===== src/shared/cir_pkg.sv =====
// Constants for the converter identification and mode register slice.
// Assumes a byte-wide register file reached over a simple parallel port.
package cir_pkg;

  // Register addresses within the serial register space.
  localparam logic [6:0] ADDR_CLASS = 7'h03;
  localparam logic [6:0] ADDR_PART_LO = 7'h04;
  localparam logic [6:0] ADDR_PART_HI = 7'h05;
  localparam logic [6:0] ADDR_REVISION = 7'h06;
  localparam logic [6:0] ADDR_MAKER_LO = 7'h0C;
  localparam logic [6:0] ADDR_MAKER_HI = 7'h0D;
  localparam logic [6:0] ADDR_LEVELS = 7'h10;
  localparam logic [6:0] ADDR_MODE1 = 7'h12;

  // Fixed class code in the low nibble; the nibble above reads as zero.
  localparam logic [3:0] CLASS_CODE = 4'h3;

  // Reset values of the writable registers.
  localparam logic [7:0] LEVELS_RESET = 8'h01;
  localparam logic [7:0] MODE1_RESET = 8'hC1;

  // Field positions.
  localparam int LEVEL_LSB = 0;
  localparam int FORMAT_BIT = 7;
  localparam int CM_LSB = 5;
  localparam int GATE_BIT = 2;

  // Fixed pattern the host keeps in the low reserved bits of mode register one.
  localparam logic [1:0] MODE1_LOW_PATTERN = 2'h1;

  // Output level codes.
  localparam logic [1:0] LEVEL_1V2 = 2'h0;
  localparam logic [1:0] LEVEL_3V0 = 2'h1;
  localparam logic [1:0] LEVEL_RSVD = 2'h2;
  localparam logic [1:0] LEVEL_1V8 = 2'h3;

  // Host command port register addresses.
  localparam logic [3:0] HREG_CMD = 4'h0;
  localparam logic [3:0] HREG_ADDR = 4'h1;
  localparam logic [3:0] HREG_WDATA = 4'h2;
  localparam logic [3:0] HREG_STATUS = 4'h3;
  localparam logic [3:0] HREG_RDATA = 4'h4;

endpackage : cir_pkg


===== src/shared/cir_link_if.sv =====
// Register access link between the converter register bank and its host.
// Assumes both ends run on the same clock.
`timescale 1ns/1ps
interface cir_link_if;
  logic [6:0] addr; // Register address.
  logic [7:0] wdata; // Write data.
  logic wr; // One-cycle write strobe.
  logic rd; // One-cycle read strobe.
  logic [7:0] rdata; // Read data, valid the cycle after rd.

  modport dev (input addr, input wdata, input wr, input rd, output rdata);
  modport host (output addr, output wdata, output wr, output rd, input rdata);
endinterface : cir_link_if


===== src/design/cir_host.sv =====
// Host end: takes orders over a software port and runs single accesses
// on the link. Assumes the register bank shares this clock.
//
// Decided for this implementation: the address-and-strobe port.
`timescale 1ns/1ps
module cir_host (
  input wire logic clk, // 50 MHz clock.
  input wire logic rst, // Synchronous reset, active high.
  cir_link_if.host link, // Register access link.
  input wire logic [3:0] sw_addr, // Command port address.
  input wire logic [7:0] sw_wdata, // Command port write data.
  input wire logic sw_wr, // Command port write strobe.
  input wire logic sw_rd, // Command port read strobe.
  output logic [7:0] sw_rdata // Read data, one cycle after sw_rd.
);

  typedef enum logic [2:0] {
    ST_IDLE = 3'b001,
    ST_WAIT = 3'b010,
    ST_CAPT = 3'b100
  } cir_state_t;

  cir_state_t state_reg;
  logic [6:0] addr_reg;
  logic [7:0] wdata_reg;
  logic [7:0] rdata_reg;
  logic wr_reg;
  logic rd_reg;
  logic level_set_reg;
  logic refused_reg;
  logic [7:0] sw_rdata_reg;
  logic [7:0] wdata_fixed;
  logic cmd_go;
  logic cmd_write;
  logic read_ok;

  ////////////////////////////////////////////////////////////////////////////
  // Command decode: bit 0 writes, bit 1 reads, bit 2 says the link is 3 V.
  assign cmd_go = sw_wr && (sw_addr == cir_pkg::HREG_CMD) && (state_reg == ST_IDLE);
  assign cmd_write = sw_wdata[0];
  assign read_ok = sw_wdata[2] | level_set_reg;

  // Reserved bits are forced to their required values on every write.
  assign wdata_fixed =
    (addr_reg == cir_pkg::ADDR_CLASS) ? {4'h0, wdata_reg[3:0]} :
    (addr_reg == cir_pkg::ADDR_LEVELS) ? {6'h00, wdata_reg[1:0]} :
    (addr_reg == cir_pkg::ADDR_MODE1) ?
      {wdata_reg[7:5], 2'h0, wdata_reg[2], cir_pkg::MODE1_LOW_PATTERN} :
    wdata_reg;

  assign link.addr = addr_reg;
  assign link.wdata = wdata_fixed;
  assign link.wr = wr_reg;
  assign link.rd = rd_reg;
  assign sw_rdata = sw_rdata_reg;

  ////////////////////////////////////////////////////////////////////////////
  // Software register writes.
  always_ff @(posedge clk)
  begin
    if (rst)
    begin
      addr_reg <= 7'h00;
      wdata_reg <= 8'h00;
    end
    else if (sw_wr && state_reg == ST_IDLE)
    begin
      if (sw_addr == cir_pkg::HREG_ADDR)
        addr_reg <= sw_wdata[6:0];
      if (sw_addr == cir_pkg::HREG_WDATA)
        wdata_reg <= sw_wdata;
    end
  end

  // Link sequencer: one strobe cycle, then capture read data if the access was a read.
  always_ff @(posedge clk)
  begin
    if (rst)
    begin
      state_reg <= ST_IDLE;
      wr_reg <= 1'b0;
      rd_reg <= 1'b0;
      rdata_reg <= 8'h00;
      level_set_reg <= 1'b0;
      refused_reg <= 1'b0;
    end
    else
    begin
      wr_reg <= 1'b0;
      rd_reg <= 1'b0;
      unique case (state_reg)
        ST_IDLE:
        begin
          if (cmd_go && cmd_write)
          begin
            wr_reg <= 1'b1;
            refused_reg <= 1'b0;
            if (addr_reg == cir_pkg::ADDR_LEVELS)
              level_set_reg <= 1'b1;
            state_reg <= ST_WAIT;
          end
          else if (cmd_go && sw_wdata[1])
          begin
            refused_reg <= ~read_ok;
            if (read_ok)
            begin
              rd_reg <= 1'b1;
              state_reg <= ST_WAIT;
            end
          end
        end
        ST_WAIT:
          state_reg <= rd_reg ? ST_CAPT : ST_IDLE;
        ST_CAPT:
        begin
          rdata_reg <= link.rdata;
          state_reg <= ST_IDLE;
        end
      endcase
    end
  end

  // Software read port.
  always_ff @(posedge clk)
  begin
    if (rst)
      sw_rdata_reg <= 8'h00;
    else if (sw_rd && sw_addr == cir_pkg::HREG_STATUS)
      sw_rdata_reg <= {5'h00, refused_reg, level_set_reg, state_reg != ST_IDLE};
    else if (sw_rd && sw_addr == cir_pkg::HREG_RDATA)
      sw_rdata_reg <= rdata_reg;
    else
      sw_rdata_reg <= 8'h00;
  end

endmodule : cir_host


===== src/flat_wrapper.sv =====
// flat-port wrapper written by rule: the top's interface ports become plain ports
module cir_host_flat 
  (clk, rst, sw_addr, sw_wdata, sw_wr, sw_rd, sw_rdata, link_addr, link_wdata, link_wr, link_rd, link_rdata);
  cir_link_if link_i ();
  input wire logic clk;
  input wire logic rst;
  input wire logic [3:0] sw_addr;
  input wire logic [7:0] sw_wdata;
  input wire logic sw_wr;
  input wire logic sw_rd;
  output logic [7:0] sw_rdata;
  output wire logic [$bits(link_i.addr)-1:0] link_addr;
  output wire logic [$bits(link_i.wdata)-1:0] link_wdata;
  output wire logic [$bits(link_i.wr)-1:0] link_wr;
  output wire logic [$bits(link_i.rd)-1:0] link_rd;
  input wire logic [$bits(link_i.rdata)-1:0] link_rdata;
  assign link_addr = link_i.addr;
  assign link_wdata = link_i.wdata;
  assign link_wr = link_i.wr;
  assign link_rd = link_i.rd;
  assign link_i.rdata = link_rdata;
  cir_host u_core (.clk(clk), .rst(rst), .link(link_i), .sw_addr(sw_addr), .sw_wdata(sw_wdata), .sw_wr(sw_wr), .sw_rd(sw_rd), .sw_rdata(sw_rdata));
endmodule

===== config.mk =====
export PLATFORM = sky130hd
export DESIGN_NAME = cir_host_flat
export DESIGN_NICKNAME = d
export VERILOG_FILES = /design/src/shared/cir_pkg.sv /design/src/shared/cir_link_if.sv /design/src/design/cir_host.sv /design/src/flat_wrapper.sv
export SDC_FILE = /design/constraint.sdc
export NUM_CORES = 1
export LEC_CHECK = 0
export ABC_AREA = 0
export BUFFER_PORTS_ARGS = -buffer_cell sky130_fd_sc_hd__clkbuf_2
export CORE_UTILIZATION = 56
export CTS_BUF_LIST = sky130_fd_sc_hd__clkbuf_4 sky130_fd_sc_hd__clkbuf_8
export DETAILED_ROUTE_END_ITERATION = 8
export GPL_ROUTABILITY_DRIVEN = 1
export PLACE_DENSITY = 0.87
export SETUP_SLACK_MARGIN = 0.15
export SKIP_LAST_GASP = 1
export SLEW_MARGIN = 15
export SYNTH_ARGS = -nofsm -noshare
export SYNTH_HDL_FRONTEND = slang
export SYNTH_SLANG_ARGS = --single-unit

===== constraint.sdc =====
create_clock -name clk -period 2.1 [get_ports clk]
set_input_delay 0.105 -clock clk [delete_from_list [all_inputs] [get_ports clk]]
set_output_delay 0.105 -clock clk [all_outputs]
set_load 0.02 [all_outputs]

### Yosys cells after proc, flatten, opt, wreduce, memory -nomap -nowiden

Cells that the tools add are included.

| operators by class | value |
|---|---|
| eq/ne operators | 13 |
| reduce and logical (&&, ||, !) cells | 17 |
| bitwise operators | 5 |
| muxes and demuxes | 14 |

Operators by type and width:

| operator | number |
|---|---|
| 3-bit two-way mux | 6 |
| 8-bit two-way mux | 2 |
| 7-bit by 5-bit equality test with 1-bit output, second input constant | 2 |
| 3-bit case mux with 3 select lines | 1 |
| 4-bit by 2-bit equality test with 1-bit output, second input constant | 2 |
| 2-bit AND reduction | 4 |
| 7-bit by 2-bit equality test with 1-bit output, second input constant | 1 |
| 1-bit logical AND | 7 |
| 5-bit two-way mux | 1 |
| 4-bit by 1-bit equality test with 1-bit output, second input constant | 1 |
| 4-bit by 3-bit equality test with 1-bit output, second input constant | 1 |
| 4-bit zero test | 1 |
| 1-bit two-way mux | 4 |
| 1-bit inverter | 4 |
| 4-bit OR reduction | 1 |
| 3-bit by 1-bit equality test with 1-bit output, second input constant | 1 |
| 3-bit by 2-bit equality test with 1-bit output, second input constant | 1 |
| 3-bit equality test, second input constant | 1 |
| 3-bit by 1-bit inequality test with 1-bit output, second input constant | 1 |
| 3-bit by 2-bit inequality test with 1-bit output, second input constant | 1 |
| 3-bit inequality test, second input constant | 1 |
| 3-bit AND reduction | 1 |
| 3-bit OR reduction | 1 |
| 2-bit nonzero test | 1 |
| other kinds (2) | 2 |

| word-level totals | value |
|---|---|
| register bits after elaboration | 38 |
| bits of input ports | 24 |

### Longest topological paths before layout

Gate-level depths: netlist of the first run.

| depth | value |
|---|---|
| depth in word-level cells | 7 |
| mapped depth | 4 |
| depth with buffers taken out | 3 |

### Least setup slack after synthesis of the first run

No wires, ideal clock.

| timing | value |
|---|---|
| kind | flip-flop to output port |
| start point | register u_core.addr_reg[6], in the netlist u_core.link.addr[6] |
| end point | output link_wdata[1] |
| arrival | 1242 ps |
| setup slack | 753 ps |
| cell stages (with the launch flop) | 4 |
| buffers on the path | 0 |
| data required time | 1995 ps |
| cells stage by stage | dfxtp_1 > nor4_1 > and2_1 > a21boi_0 |

| between the ends | value |
|---|---|
| word-level cells in the longest chain between the ends | 4 |
| elaborated cells on any way between the ends | 6 |
| classes of those cells | eq/ne (3); mux (3) |

RTL lines:

| what | RTL line | RTL |
|---|---|---|
| start, declared | cir_host.sv:24 | `logic [6:0] addr_reg;` |
| start signal, assigned | cir_host.sv:69 | `addr_reg <= sw_wdata[6:0];` |
| 7-bit by 5-bit equality test with 1-bit output | cir_host.sv:47 | `(addr_reg == cir_pkg::ADDR_MODE1) ?` |
| 5-bit two-way mux | cir_host.sv:47 |  |
| 8-bit two-way mux | cir_host.sv:46 | `(addr_reg == cir_pkg::ADDR_LEVELS) ? {6'h00, wdata_reg[1:0]} :` |
| 8-bit two-way mux * | cir_host.sv:45 | `(addr_reg == cir_pkg::ADDR_CLASS) ? {4'h0, wdata_reg[3:0]} :` |
| end, declared | flat_wrapper.sv:13 | `output wire logic [$bits(link_i.wdata)-1:0] link_wdata;` |

Every way passes the cells marked *; elsewhere a longest branch is shown, timed or not.

### Final worst setup path of the first run

| timing | value |
|---|---|
| start point | register u_core.addr_reg[6], in the netlist u_core.link.addr[6] |
| end point | output link_wdata[6] |

| between the ends | value |
|---|---|
| word-level cells in the longest chain between the ends | 3 |
| elaborated cells on any way between the ends | 4 |
| classes of those cells | eq/ne (2); mux (2) |

RTL lines:

| what | RTL line |
|---|---|
| 7-bit by 5-bit equality test with 1-bit output | cir_host.sv:46 |
| 8-bit two-way mux | cir_host.sv:46 |
| 8-bit two-way mux * | cir_host.sv:45 |

Marked as above.

==> results of run 1 <==
[worst max-delay path by stage]
stage	startpoint	to	slack, ps	depth (start not counted)
6_report	u_core.link.addr[6]	link_wdata[6]	310	4
3_3_place_gp	u_core.state_reg[0]	u_core.wdata_reg[6]	520	3
4_1_cts	u_core.link.addr[6]	link_wdata[6]	230	4
2_1_floorplan	u_core.link.addr[6]	link_wdata[1]	750	3
3_5_place_dp	u_core.state_reg[0]	u_core.link.addr[4]	450	3
5_1_grt	u_core.link.addr[6]	link_wdata[6]	190	4
[synthesized netlist by cell type, drive strengths merged]
master / number
dfxtp: 38
nand2b: 26
mux2i: 23
and2: 11
nor2: 11
nor3b: 5
clkbuf: 4
a22o: 3
buf: 3
nand2: 3
nor2b: 3
nor4: 3
and3b: 2
o21ai: 2
a2111o: 1
a2111oi: 1
a21boi: 1
a21o: 1
a41oi: 1
and4b: 1
nand3: 1
nand4b: 1
nor3: 1
nor4b: 1
o2111a: 1
o211ai: 1
o21a: 1
o31ai: 1
[through the flow]
step                power [µW]  hold slack, ps  cells  setup slack [ps]
finish                    1270           3.079    237             310.8
global route              1313           7.727    237             195.0
CTS                       1272          0.5014    237             228.4
global placement         864.1           335.9    225             523.0
floorplan                824.0           181.7    151             753.5
detailed placement       869.8           347.0    225             453.7
[what timing repair did]
action	4_1_cts	5_1_grt
hold buffers	4	0
resized for setup	0	1
hold endpoints to repair	4	0
endpoints found under the setup margin	0	3
[final cells by class]
type	count	area (µm²)
flip-flops and latches	38	760.7
repair buffers	54	295.3
fillers	206	755.7
clock buffers	7	58.81
well taps	31	38.79
multi-input cells	106	819.5
clock inverters	1	5.005
[power groups by stage]
stage          sequential (µW)  clock [µW]  combinational (µW)
3_5_place_dp               757           0                 113
2_1_floorplan              756           0                67.7
4_1_cts                    740         412                 119
6_report                   740         409                 120
3_3_place_gp               755           0                 109
5_1_grt                    742         440                 130
[worst max-delay path, delay by kind of cell (launching register included)]
kind | cells | cell delay, ps
and+or+nand+nor | 2 | 600
buffers and inverters | 1 | 150
DFF | 1 | 350
AOI/OAI and AO/OA | 1 | 240
[per-layer routing]
metal	share of wire (%)	track usage, %
met1	43	27.20
met2	50	40.96
met3	4.8	6.047
met4	2.2	13.21
met5	0	0
[logic make-up (layout without fill, tap and decap cells)]
kind of cell           count (synthesis)  in the layout  synth area share (%)
multiplexers                          23             23                 14.32
AO/OA/AOI/OAI                         14             14                 7.472
buffers and inverters                  7             62                 2.412
AND/OR/NAND/NOR                       69             69                 28.48
flip-flops                            38             38                 47.32
==> flow_summary.yaml, run 1 <==
critical_path:
  cp-end-kind: "primary output"
  worst-setup-path-type: "reg2out"
  worstReg2RegStart: "u_core.state_reg[0]"
  capturing_point_of_the_worst_reg2reg_path: "u_core.link.addr[4]"
  critical_path_peak_fanout: 4
  setup.reg_to_reg.worst_slack_ps: 430
  cp.arrival_ps: 1680
  path_cells: "nor4_2 > o21ai_0 > and2_1 > clkbuf_2"
  cpPeakStageDelay_ps: 380
  worst_path_max_delay_cell: "sky130_fd_sc_hd__nor4_2"
  ff2ff_path_depth: 3
  start_kind: "flip-flop"
  cp_data_required_time_ps: 2000
power:
  power.clock.fraction_pct: 32.2
  power.net_switching_uw: 305.4
  p_leak_uw: 0.0008801
  sequentialPowerShare_pct: 58.3
  max-vdd-ir-drop_mv: 0.7321
  power.internal_uw: 964.5
  power.combinational.fraction_pct: 9.5
  switching_power_as_a_share_of_total_power_pct: 24.05
  pwr_density_cell_nw_per_um2: 641.9
sta:
  worst_tran_pin_value_ps: 563.9
  finalWorstPathRequiredPeriod_ps: 1789
  max-slew-margin-rel_pct: 62.21
  setup-violations-final: 0
  grt_setup_unrepaired: "false"
  fin_skew_ps: 8.237
  timing.final.max_slew_violations: 0
  fmax_mhz: 558.9
  timing.final.crit_share_pct: 85.20
  hold_viol: 0
  final_sum_of_negative_setup_slack_ps: 0
synth:
  post_synthesis_sequential_area_ratio_pct: 47.32
  synthesis.instances: 151
  ys_seq_elements: 38
  synth_area_leader_cell: "sky130_fd_sc_hd__dfxtp_1"
  post_synth_num_cell_types: 33
  ys.warnings.count: 0
  synth_area_um2: 1608
  synth_top_area_share_pct: 47.32
  synthesis.nets: 175
  ys_top_cells_by_area: "sky130_fd_sc_hd__dfxtp_1 47%, sky130_fd_sc_hd__mux2i_1 14%, sky130_fd_sc_hd__nand2b_1 10%"
  average_footprint_of_a_synthesized_cell_um2: 10.65
clocking:
  postCtsSetupBuffers: 0
  clkSlewWorstSetupHoldPaths_ps: 110
  cts_made_buffers: 5
  insertion_delay_ps: 340
  cts.sink_count: 38
  clockRootBuffer: "sky130_fd_sc_hd__clkbuf_4"
  cts_h_tree_depth: 2
  cts-root-to-sink-buffers: 2
  cts_tree: "yes"
layout:
  area.growth.synth_to_final_pct: 23.04
  ant_diodes: 0
  layout_commonest_cell: "sky130_fd_sc_hd__clkbuf_2"
  final_layout_size_suffix_gt1_share_pct: 31.55
  final_cell_area_um2: 1978
  number_of_nets_in_the_finished_design: 229
  post-route-util_pct: 72.36
  mostFrequentLayoutCells: "48 x sky130_fd_sc_hd__clkbuf_2, 38 x sky130_fd_sc_hd__dfxtp_1, 26 x sky130_fd_sc_hd__nand2b_1, 23 x sky130_fd_sc_hd__mux2i_1"
min_path:
  hp-start: "link_rdata[7]"
  worst_hold_path.num_cells: 3
  min_delay_worst_endpoint: "u_core.rdata_reg[7]"
  hold_class: "in2reg"
floorplan:
  die_h_um: 55.58
  design.core.area_um2: 2734
  initial_core_util_pct: 58.81
  dieWidth_um: 55.58
  std_cell_rows: 19
  design.die.area_um2: 3089
  io_pins: 49
global_routing:
  antenna_found_initial: 0
  grt_pass1_vias: 1294
  globalRouteOverflowTotal: 0
  grt_start_max_net_pins: 38
  grt_resource_usage_total_pct: 23.96
  global_route_wire_length_before_repair_mm: 5.664
route:
  totalWireLength_mm: 3.330
  drt_drc_violations_left: 0
  drt.antenna.violating_nets: 0
  dr_total_vias: 1269
  post_dr_wirelength_cell_um: 14.05
  detailedRoute.firstIterationViolations: 35
  firstDrtPassIters: 4
  detailed_route_vias_per_instance: 5.354
placed_design:
  globalplace.congestion: 0.7299
  placed_area_um2: 1868
  hpwl_mm: 2.460
  io_buffers: 48
status:
  status: "completed"
run:
  drv_cap: 0
Power figures use the tool's default switching activity.
==> inputs of run 2 (changes only) <==
RECOVER_POWER = 100   (was default)
==> flow_summary.yaml, run 2 (synthesis results as in run 1) <==
power:
  max-vdd-ir-drop_mv: 0.7331
  p_leak_uw: 0.0007907
  pwr_density_cell_nw_per_um2: 657.7
  p_total_uw: 1264
sta:
  fmax_mhz: 555.7
  hold_viol: 1
  timing.final.crit_share_pct: 85.69
  setup-violations-final: 0
  fin_skew_ps: 7.622
  finalWorstPathRequiredPeriod_ps: 1799
  timing.final.max_slew_violations: 0
  final_critical_path_setup_slack_ps: 300.5
  whs_ps: -1.406
  final_sum_of_negative_setup_slack_ps: 0
  worst_tran_pin_value_ps: 984.4
  max-slew-margin-rel_pct: 33.77
  grt_setup_unrepaired: "false"
route:
  drt_drc_violations_left: 0
  firstDrtPassIters: 4
  dr_total_vias: 1254
  totalWireLength_mm: 3.352
  detailedRoute.firstIterationViolations: 26
  post_dr_wirelength_cell_um: 14.14
  detailed_route_vias_per_instance: 5.291
  drt.antenna.violating_nets: 0
critical_path:
  timing.critical_path.depth: 4
  setup.reg_to_reg.worst_slack_ps: 330
  startpoint: "u_core.link.addr[6]"
  critical_path.endpoint: "link_wdata[6]"
  worstReg2RegStart: "u_core.state_reg[2]"
  critical_path_peak_fanout: 4
  cp_data_required_time_ps: 2000
  start_kind: "flip-flop"
  worst_path_max_delay_cell: "sky130_fd_sc_hd__nor4_2"
  worst-setup-path-type: "reg2out"
  timing.critical_path.buf_inv: 1
  path_delay_family: "simple AND/OR/NAND/NOR gates"
  cp.arrival_ps: 1690
  cp-end-kind: "primary output"
  capturing_point_of_the_worst_reg2reg_path: "u_core.rdata_reg[5]"
  ff2ff_path_depth: 4
  path_cells: "nor4_2 > o21ai_0 > and2_0 > clkbuf_2"
  cpPeakStageDelay_ps: 370
clocking:
  cts_tree: "yes"
  insertion_delay_ps: 350
  cts.sink_count: 38
  cts_made_buffers: 5
  cts-root-to-sink-buffers: 2
  cts_h_tree_depth: 2
  clockRootBuffer: "sky130_fd_sc_hd__clkbuf_4"
  clkSlewWorstSetupHoldPaths_ps: 110
  postCtsSetupBuffers: 0
global_routing:
  globalRouteOverflowTotal: 0
  antenna_found_initial: 0
  grt_resource_usage_total_pct: 23.96
  global_route_wire_length_before_repair_mm: 5.664
  grt_start_max_net_pins: 38
  grt_pass1_vias: 1294
floorplan:
  design.die.area_um2: 3089
  dieWidth_um: 55.58
  design.core.area_um2: 2734
  die_h_um: 55.58
  initial_core_util_pct: 58.81
  std_cell_rows: 19
  io_pins: 49
placed_design:
  globalplace.congestion: 0.7299
  hpwl_mm: 2.460
  io_buffers: 48
  dp_worst_setup_slack_ps: 453.7
layout:
  layout.filler_cells: 220
  ant_diodes: 0
  area.growth.synth_to_final_pct: 19.53
  layout_commonest_cell: "sky130_fd_sc_hd__dfxtp_1"
  final_layout_size_suffix_gt1_share_pct: 19.42
  number_of_nets_in_the_finished_design: 229
  mostFrequentLayoutCells: "38 x sky130_fd_sc_hd__dfxtp_1, 27 x sky130_fd_sc_hd__clkbuf_2, 26 x sky130_fd_sc_hd__nand2b_1, 23 x sky130_fd_sc_hd__mux2i_1, 22 x sky130_fd_sc_hd__clkbuf_1"
status:
  status: "finished with violations"
  failed_checks: "hold timing"
run:
  drv_cap: 0
min_path:
  hold_class: "in2reg"
-- run 2: timing repair --
action	4_1_cts	5_1_grt
hold buffers	4	0
endpoints found under the hold margin	4	0
endpoints found under the setup margin	0	3
resized for setup	0	1
-- run 2: area by class of cell --
type / instances / area, µm² / area share [%]
Clock buffer: 7 / 58.81 / 3.060
Multi-Input combinational cell: 106 / 793.3 / 41.28
Clock inverter: 1 / 5.005 / 0.2604
Sequential cell: 38 / 760.7 / 39.58
Tap cell: 31 / 38.79 / 2.018
Timing Repair Buffer: 54 / 265.3 / 13.80
-- run 2: worst min-delay path by stage --
stage,from,cells after the start,endpoint
5_1_grt,link_rdata[4],3,u_core.rdata_reg[4]
3_3_place_gp,sw_wdata[0],2,u_core.link.rd
4_1_cts,link_rdata[7],3,u_core.rdata_reg[7]
3_5_place_dp,sw_wdata[0],2,u_core.link.rd
2_1_floorplan,sw_wdata[0],1,u_core.link.rd
6_report,link_rdata[7],3,u_core.rdata_reg[7]
-- run 2: worst min-delay path, cell delays in order --
cell and delay [ps]:
sky130_fd_sc_hd__clkbuf_2 80, sky130_fd_sc_hd__mux2i_1 50, sky130_fd_sc_hd__nor2_1 70
-- run 2: power breakdown --
part	internal [µW]	switching, µW	leakage, µW
Combinational	55.8	57.5	0.000446
Sequential	730	9.51	0.000307
Clock	175	236	0.0000387
-- run 2: per-stage QoR --
stage,utilization (%),instances,hold WS (ps),area [µm²]
4_1_cts,72.13,237,0.5014,1972
2_1_floorplan,-,151,181.7,1608
3_5_place_dp,68.33,225,347.0,1868
6_report,70.30,237,-1.406,1922
5_1_grt,70.30,237,8.289,1922
3_3_place_gp,68.33,225,335.9,1868
-- run 2: routing by layer --
layer | GRT usage (%) | share of wire, % | wire, µm | vias to the layer above
met5 | 0 | 0 | 0 | -
met4 | 13.21 | 1.6 | 55 | 0
met3 | 6.047 | 5.8 | 194 | 5
met2 | 40.96 | 50 | 1665 | 38
met1 | 27.20 | 43 | 1437 | 577
li1 | - | - | - | 634
